==> src/shared/sdram_if_defs.svh <==
// timing counts, encodings and reset values for the sdram pin interface
`ifndef SDRAM_IF_DEFS_SVH
`define SDRAM_IF_DEFS_SVH
`define CLK_PERIOD_NS     40
`define MEM_CLK_DIV       4'h2
`define CMD_NOP           4'h7
`define CMD_ACTIVATE      4'h3
`define CMD_READ          4'h5
`define CMD_WRITE         4'h4
`define CMD_PRECHARGE     4'h2
`define CMD_REFRESH       4'h1
`define CMD_SELF_REFRESH  4'h1
`define CMD_MODE_SET      4'h0
`define CS_NONE           2'h3
`define DQM_ALL           8'hFF
`define DQM_NONE          8'h00
`define READ_LATENCY      3'h2
`endif

==> src/shared/sdram_if_pkg.sv <==
// types for the sdram pin interface
package sdram_if_pkg;
  typedef enum logic [2:0] {
    OP_NOP, OP_ACTIVATE, OP_READ, OP_WRITE, OP_PRECHARGE, OP_REFRESH, OP_MODE_SET
  } mem_op_t;

  typedef struct packed {
    logic          valid;
    mem_op_t       op;
    logic          module_sel;
    logic [1:0]    bank;
    logic [12:0]   addr;
    logic [63:0]   wdata;
    logic [7:0]    byte_en;
  } mem_req_t;

  typedef struct packed {
    logic [1:0]    chip_sel_n;
    logic          row_strobe_n;
    logic          column_strobe_n;
    logic          write_enable_n;
    logic          clock_enable;
  } mem_cmd_pins_t;

  typedef enum logic [1:0] {ST_ACTIVE, ST_ENTER_SLEEP, ST_ASLEEP} pwr_state_t;

  typedef struct packed {
    pwr_state_t    pwr;
    mem_cmd_pins_t cmd;
    logic [12:0]   addr;
    logic [1:0]    bank;
    logic [7:0]    dqm;
    logic [63:0]   dout;
    logic          dout_en;
    logic [3:0]    clk_cnt;
    logic          mem_clk;
    logic [3:0]    mem_clk_out;
    logic          capture_clk_out;
    logic [2:0]    rd_pipe;
    logic          cap_s1;
    logic          cap_s2;
    logic          cap_s3;
    logic [63:0]   rdata;
    logic          rdata_valid;
    logic          asleep;
  } ctrl_state_t;
endpackage

==> src/logic/sdram_memory_interface.sv <==
// sdram pin-level command, address, mask, data and clock interface
`timescale 1ns/100ps
`include "sdram_if_defs.svh"

module sdram_memory_interface
  import sdram_if_pkg::*;
(
  input  wire logic          clk_sys_i,
  input  wire logic          reset_n_i,
  input  wire mem_req_t      req_i,
  input  wire logic          sleep_req_i,
  input  wire logic [63:0]   memory_data_bus_i,
  input  wire logic          read_capture_clock_in_i,
  output logic [63:0]        memory_data_bus_o,
  output logic               memory_data_bus_oe_o,
  output logic [12:0]        memory_row_col_address_o,
  output logic [1:0]         bank_address_o,
  output logic [1:0]         chip_select_n_o,
  output logic               row_strobe_out_n_o,
  output logic               column_strobe_out_n_o,
  output logic               write_enable_out_n_o,
  output logic               memory_clock_enable_out_o,
  output logic [7:0]         data_mask_o,
  output logic [3:0]         memory_clock_out_o,
  output logic               read_capture_clock_out_o,
  output logic [63:0]        rdata_o,
  output logic               rdata_valid_o,
  output logic               asleep_o
);

  ctrl_state_t s_q;
  ctrl_state_t s_d;

  function automatic mem_cmd_pins_t encode(input logic [3:0] c, input logic sel,
                                           input logic cke);
    mem_cmd_pins_t p;
    p.chip_sel_n      = sel ? 2'h1 : 2'h2;
    p.row_strobe_n    = c[2];
    p.column_strobe_n = c[1];
    p.write_enable_n  = c[0];
    p.clock_enable    = cke;
    return p;
  endfunction

  always_comb begin
    logic [3:0] code;
    logic       idle;
    code = `CMD_NOP;
    // no power-down while read data is still due or write data is on the bus
    idle = (s_q.rd_pipe == 3'h0) && !s_q.dout_en;
    s_d = s_q;
    s_d.rdata_valid = 1'b0;
    s_d.dout_en = 1'b0;
    s_d.cmd = '{chip_sel_n: `CS_NONE, row_strobe_n: 1'b1, column_strobe_n: 1'b1,
                write_enable_n: 1'b1, clock_enable: s_q.cmd.clock_enable};
    // memory clock divided from the system clock; 3,1 and 2,0 stay paired
    s_d.clk_cnt = s_q.clk_cnt + 4'h1;
    if (s_q.clk_cnt == `MEM_CLK_DIV - 4'h1) begin
      s_d.clk_cnt = 4'h0;
      s_d.mem_clk = ~s_q.mem_clk;
    end
    // memory clocks of a sleeping module stop two cycles after its clock enable falls
    s_d.mem_clk_out = s_q.asleep ? 4'h0 : {4{s_d.mem_clk}};
    s_d.capture_clk_out = s_d.mem_clk;
    s_d.rd_pipe = {s_q.rd_pipe[1:0], 1'b0};
    case (s_q.pwr)
      ST_ACTIVE: begin
        s_d.dqm = `DQM_NONE;
        if (sleep_req_i && idle && !req_i.valid) begin
          // self-refresh keeps contents valid while clock enable is low
          s_d.cmd = encode(`CMD_SELF_REFRESH, 1'b0, 1'b0);
          s_d.cmd.chip_sel_n = 2'h0;
          s_d.pwr = ST_ENTER_SLEEP;
        end else if (req_i.valid) begin
          case (req_i.op)
            OP_ACTIVATE:  code = `CMD_ACTIVATE;
            OP_READ:      code = `CMD_READ;
            OP_WRITE:     code = `CMD_WRITE;
            OP_PRECHARGE: code = `CMD_PRECHARGE;
            OP_REFRESH:   code = `CMD_REFRESH;
            OP_MODE_SET:  code = `CMD_MODE_SET;
            default:      code = `CMD_NOP;
          endcase
          s_d.cmd = encode(code, req_i.module_sel, 1'b1);
          s_d.addr = req_i.addr;
          s_d.bank = req_i.bank;
          if (req_i.op == OP_READ) begin
            s_d.dqm = `DQM_ALL;
            s_d.rd_pipe[0] = 1'b1;
          end
          if (req_i.op == OP_WRITE) begin
            s_d.dqm = ~req_i.byte_en;
            s_d.dout = req_i.wdata;
            s_d.dout_en = 1'b1;
          end
        end
      end
      ST_ENTER_SLEEP: begin
        s_d.asleep = 1'b1;
        s_d.pwr = ST_ASLEEP;
      end
      ST_ASLEEP: begin
        if (!sleep_req_i) begin
          s_d.cmd.clock_enable = 1'b1;
          s_d.asleep = 1'b0;
          s_d.pwr = ST_ACTIVE;
        end
      end
      default: s_d.pwr = ST_ACTIVE;
    endcase
    // capture clock is synchronised; data sampled on its rising edge
    s_d.cap_s1 = read_capture_clock_in_i;
    s_d.cap_s2 = s_q.cap_s1;
    s_d.cap_s3 = s_q.cap_s2;
    if (s_q.cap_s2 && !s_q.cap_s3 && (s_q.rd_pipe[2] || s_q.rd_pipe[1])) begin
      s_d.rdata = memory_data_bus_i;
      s_d.rdata_valid = 1'b1;
    end
  end

  always_ff @(posedge clk_sys_i or negedge reset_n_i) begin
    if (!reset_n_i) begin
      s_q <= '0;
      s_q.cmd <= '{chip_sel_n: `CS_NONE, row_strobe_n: 1'b1, column_strobe_n: 1'b1,
                   write_enable_n: 1'b1, clock_enable: 1'b1};
      s_q.pwr <= ST_ACTIVE;
    end else begin
      s_q <= s_d;
    end
  end

  assign memory_data_bus_o         = s_q.dout;
  assign memory_data_bus_oe_o      = s_q.dout_en;
  assign memory_row_col_address_o  = s_q.addr;
  assign bank_address_o            = s_q.bank;
  assign chip_select_n_o           = s_q.cmd.chip_sel_n;
  assign row_strobe_out_n_o        = s_q.cmd.row_strobe_n;
  assign column_strobe_out_n_o     = s_q.cmd.column_strobe_n;
  assign write_enable_out_n_o      = s_q.cmd.write_enable_n;
  assign memory_clock_enable_out_o = s_q.cmd.clock_enable;
  assign data_mask_o               = s_q.dqm;
  assign memory_clock_out_o        = s_q.mem_clk_out;
  assign read_capture_clock_out_o  = s_q.capture_clk_out;
  assign rdata_o                   = s_q.rdata;
  assign rdata_valid_o             = s_q.rdata_valid;
  assign asleep_o                  = s_q.asleep;

  logic idle_now;
  assign idle_now = (s_q.rd_pipe == 3'h0) && !s_q.dout_en;
endmodule

==> config.mk <==
export PLATFORM = sky130hd
export DESIGN_NAME = sdram_memory_interface
export DESIGN_NICKNAME = d
export VERILOG_FILES = /design/src/shared/sdram_if_pkg.sv /design/src/logic/sdram_memory_interface.sv
export VERILOG_INCLUDE_DIRS = /design/src /design/src/shared
export SDC_FILE = /design/constraint.sdc
export NUM_CORES = 1
export LEC_CHECK = 0
export ABC_AREA = 0
export BUFFER_PORTS_ARGS = -buffer_cell sky130_fd_sc_hd__buf_2
export CORE_MARGIN = 4
export CORE_UTILIZATION = 45
export CTS_CLUSTER_DIAMETER = 120
export DETAILED_ROUTE_END_ITERATION = 10
export PLACE_DENSITY = 0.83
export SLEW_MARGIN = 20
export SYNTH_ARGS = -nofsm -noshare
export SYNTH_HDL_FRONTEND = slang
export SYNTH_SLANG_ARGS = --single-unit
==> constraint.sdc <==
create_clock -name clk_sys_i -period 2.1 [get_ports clk_sys_i]
set_input_delay 0.42 -clock clk_sys_i [delete_from_list [all_inputs] [get_ports clk_sys_i]]
set_output_delay 0.42 -clock clk_sys_i [all_outputs]
set_load 0.005 [all_outputs]
# After elaboration in Yosys (flattened, before gate mapping)
# Index checks and enable logic that the tools add are counted.
# W data, S select, Z words.
# op_classes
add_sub_neg,1
n_bitwise,3
eq_ne,12
n_mux,23
reduce_logical,18
# ops
cell,count
$mux W73,2
$mux W94,1
$pmux W3 S6,1
$mux W5,2
$eq A3 B3 Y1 const B,3
$mux W1,8
$mux W8,1
$not A8 Y8,1
$eq A3 B2 Y1 const B,2
$mux W2,3
$mux W6,1
$pmux W2 S3,1
$reduce_and A3 Y1,2
$logic_and A1 B1 Y1,5
$add A4 B1 Y4 const B,1
$eq A4 B1 Y1 const B,1
$mux W4,1
$ne A2 B2 Y1 const B,2
$pmux W1 S2,2
$reduce_and A2 Y1,2
$reduce_and A4 Y1,1
$reduce_bool A2 Y1,2
$eq A3 B1 Y1 const B,1
$logic_not A1 Y1,3
other kinds (7),8
# totals
in_bits,160
ff_bits,177
word_cells,78
output_inout_bits,165

# Depth between registers and ports, before layout
# depth
depth_word,6
ltp_mapped,7
depth_no_buf,3

# Worst setup path before layout
# OpenSTA, ideal clock, no wires.
# synth_path
kind,input to register
start,input port req_i[91] in the netlist's numbering
end,register s_q (netlist bit memory_data_bus_o[0])
required_time_ns,1.975
path_slack_ns,0.224
arrival_time_ns,1.751
path_stages,7
setup_ns,0.125
path_cell_list,buf_4 or3b_1 buf_6 nor2b_4 buf_12 buf_12 mux2_4
# synth_via
elab_chain_cells,4
# synth_lines
element,line_no,source
start: declaration,sdram_memory_interface.sv:10,"input wire mem_req_t req_i,"
$logic_not A1 Y1,sdram_memory_interface.sv:69,if (sleep_req_i && idle && !req_i.valid) begin
$logic_and A1 B1 Y1,sdram_memory_interface.sv:69,
$not A1 Y1 (no source line),-,
$reduce_and A4 Y1 (no source line) *,-,
end: declaration,sdram_memory_interface.sv:31,ctrl_state_t s_q;
# Every way passes the cells marked *; elsewhere a longest branch is shown, timed or not.
# A chain may end at the register's enable or synchronous reset.

# Worst setup path after layout
# layout_path
start,register s_q[177] in the netlist's numbering
end,register s_q (netlist bit memory_data_bus_o[32])
# layout_via
elab_chain_cells,2
# layout_lines
element,line_no,source
$logic_not A2 Y1,sdram_memory_interface.sv:66,case (s_q.pwr)
$reduce_and A4 Y1 (no source line),-,
# Every way passes these cells.

==> results.tsv <==
stage	metric	value	unit
power	total chip power	10.4	mW
die	Core Box Area	0.0173	mm^2
hold_path	Hold Path Cell Cnt	1	
timing	endpoints failing setup	0	
timing	Setup TNS	0	ps
grt	largest net degree at the start of global routing	65	
setup_path	worst reg-to-reg path cell count	5	
power	sequential power share	46.1	%
clocking	Post-CTS Hold Fix Bufs	1	
die	Die Span Y	141	um
cells_and_area	Layout Utilization	53.7	%
die	Die ar.	0.0198	mm^2
power	Cell Int Power	7.61	mW
run_status	status	completed	
timing	hold_ws	117	ps
grt	first-pass GRT wire length	24500	um
power	Comb power frac	24.6	%
grt	initial antenna violation count	1	
setup_path	Buf+Inv Stages, Crit Path	2	
route	vias per inst	4.58	
grt	gr ovfl total	0	
route	routed wire length	15700	um
cells_and_area	# fillers	1442	
setup_path	startpoint types	flip-flop	
synthesis	syn avg cell area	14.3	um^2
cells_and_area	layout cell share with drive strength beyond 1	70.0	%
setup_path	Worst R2R End	memory_data_bus_o[32]$_DFFE_PN0P_	
power	clock share of power	29.2	%
setup_path	WP data arrival	2230	ps
timing	f_max	517	MHz
route	DR pass1 iterations	4	
clocking	Num Clock Sinks	174	
clocking	H-tree lvl count	4	
timing	post-route minimum period	1940	ps
synthesis	cell area after synthesis	0.00792	mm^2
die	Initial Util	45.8	%
power	switching fraction of total power	26.8	%
clocking	post_cts resized	0	
die	die width	141	um
timing	RSZ-0062 raised after global routing	false	
route	Initial DRC Count	75	
cells_and_area	fin nets	903	
route	Antenna Violating Nets Remaining	0	
die	Rows	48	
job	max cap viols	0	
timing	Final Skew	7.30	ps
clocking	TritonCTS buffer count	17	
setup_path	crit path max fanout	22	
placement	GPL Wtd Cong	0.758	
setup_path	CP max stage delay	470	ps
setup_path	Most common cell on crit path	buf_12	
clocking	root buf cell	clkbuf_16	
setup_path	CP delay by family, top	simple AND/OR/NAND/NOR gates	
timing	final hold vios	0	
clocking	CTS tree	done	
route	DR vias	4493	
setup_path	CP required	2390	ps
synthesis	sequential area share after synthesis	55.1	%
synthesis	syn nets	715	
setup_path	reg-to-reg slack, setup	160	ps
placement	dpl hpwl	12100	um
hold_path	worst hold start	read_capture_clock_in_i	
setup_path	Critical Path End Type	flip-flop	
setup_path	critical path type	flip-flop to flip-flop	
synthesis	Synth Warn #	0	
timing	relative slew slack	64.6	%
hold_path	worst min path class	input pin to flip-flop	
synthesis	Seq cells post-synth	174	
clocking	Clock transition at path regs	70	ps
cells_and_area	layout overhead on the synthesized area	17.3	%
timing	Tcrit/Tclk final	92.2	%
route	DRC violations left	0	
cells_and_area	multi-input logic area	0.00218	mm^2
power	sw power	2.79	mW
cells_and_area	register area	0.00436	mm^2
grt	GRT Util Overall	15.4	%
die	IO Pins	325	
clocking	Clock Latency Late Sink	410	ps
setup_path	slowest CP cell	or3b_1	
power	Leak	4.77	nW
clocking	number of post-CTS setup repair buffers	0	
setup_path	worst path cell trace	or3b_1 > nor2b_4 > buf_12 > buf_12 > mux2_2	
clocking	Clock Path Buffers	2	
timing	Slew @ Worst Pin	531	ps
power	worst vdd ir	0.630	mV
grt	vias in the first global route	4743	
synthesis	synthesized instance count	555	
setup_path	FF-to-FF Start	s_q[177]$_DFFE_PN0P_	
placement	I/O Buffers	324	
power	P per Cell Area	1120	mW/mm^2
synthesis	Yosys cell types	33	
timing	max-slew violation count	0	
hold_path	Worst Hold End	s_d[67]$_DFF_PN0_	
route	average wire per standard cell	16.0	um
-- per-layer routing --
metal	GRT usage (%)	part of all wire, %	vias to the layer above
met5	0	0	-
met4	5.10	1.4	0
met3	5.60	9.2	15
met2	25.8	49	223
met1	18.7	40	2167
li1	-	-	2088
-- metrics by stage --
| step | cells | area [um^2] | setup slack, ps |
|---|---|---|---|
| final | 982 | 9290 | 165 |
| after global routing | 982 | 9290 | 98.7 |
| after CTS | 981 | 9290 | 161 |
| after detailed placement | 948 | 8700 | 139 |
| after global placement | 948 | 8700 | 166 |
| after floorplan | 555 | 7920 | 224 |
-- cell usage in the layout (no fill, tap or decap), drive strengths merged --
cell type | netlist | routed
and3b | 1 | 1
a22o | 8 | 8
nor4b | 2 | 2
a31oi | 3 | 3
nor3 | 2 | 2
nor2 | 7 | 7
or3b | 1 | 1
inv | 3 | 8
clkinv | 0 | 4
clkinvlp | 0 | 2
dfrtp | 168 | 168
mux2 | 144 | 144
o311ai | 1 | 1
o21ai | 2 | 2
or2 | 1 | 1
o21bai | 1 | 1
nor4 | 1 | 1
dlygate4sd3 | 0 | 1
nor3b | 2 | 2
nand3 | 1 | 1
nor2b | 5 | 5
xnor2 | 3 | 3
nand2 | 12 | 12
bufinv | 0 | 1
a21oi | 2 | 2
xor2 | 1 | 1
clkbuf | 4 | 20
or4b | 1 | 1
diode | 0 | 1
dfstp | 6 | 6
buf | 172 | 344
mux2i | 1 | 1
-- layout make-up --
class	instances	area share (%)
clock inverter	12	1.36
inverter	3	0.121
timing repair buffer	345	20.2
multi-input combinational	202	23.5
clock buffer	20	4.81
tap	225	3.03
antenna	1	0.0269
sequential	174	47.0
-- synthesized netlist by cell type (all sizes together) --
master	n	area, um^2
clkbuf	4	15.0
o21bai	1	7.51
o21ai	2	10.0
inv	3	11.3
nand2	12	45.0
xor2	1	8.76
nor2	7	26.3
mux2	144	1810
nor4b	2	17.5
nor2b	5	38.8
or4b	1	10.0
a22o	8	70.1
xnor2	3	26.3
dfstp	6	158
dfrtp	168	4200
o311ai	1	8.76
a31oi	3	18.8
nor4	1	6.26
nand3	1	5.00
a21oi	2	10.0
buf	172	1360
and3b	1	8.76
or2	1	6.26
or3b	1	8.76
nor3b	2	20.0
mux2i	1	10.0
nor3	2	10.0
-- registers in the layout, summed over array words and instances (netlist names), 2 cells and up --
name                      count
bank_address_o                2
data_mask_o                   8
memory_data_bus_o            64
s_q                           8
rdata_o                      64
s_d                           4
chip_select_n_o               2
memory_row_col_address_o     13
-- power by group through the flow --
stage                     logic (mW)  clock network (mW)  registers, mW
final                           2.56                3.04           4.80
after detailed placement        2.62                   0           4.84
after CTS                       2.62                3.13           4.81
after global placement          2.53                   0           4.81
after floorplan                 2.50                   0           4.72
after global routing            2.79                3.30           4.93
-- logic make-up after synthesis --
| kind of cell | share of synthesized area [%] |
|---|---|
| mux | 22.9 |
| flops | 55.1 |
| xor+xnor | 0.442 |
| buf+inv | 17.4 |
| simple gates | 2.56 |
| compound gates | 1.58 |
-- worst reg2reg max path, stage by stage (launching register included) --
cell,delay [ps]
dfrtp_1,450
or3b_1,470
nor2b_4,150
buf_12,200
buf_12,210
mux2_2,350
-- worst max path at each step --
stage	start	to	slack [ps]	cells past startpoint
6_report	s_q[177]$_DFFE_PN0P_	memory_data_bus_o[32]$_DFFE_PN0P_	160	5
5_1_grt	s_q[177]$_DFFE_PN0P_	memory_data_bus_o[32]$_DFFE_PN0P_	100	5
4_1_cts	s_q[177]$_DFFE_PN0P_	memory_data_bus_o[32]$_DFFE_PN0P_	160	5
3_5_place_dp	req_i[91]	memory_data_bus_o[32]$_DFFE_PN0P_	140	6
3_3_place_gp	req_i[91]	memory_data_bus_o[32]$_DFFE_PN0P_	170	6
2_1_floorplan	req_i[91]	memory_data_bus_o[0]$_DFFE_PN0P_	220	7
(Power assumes the default switching activity.)
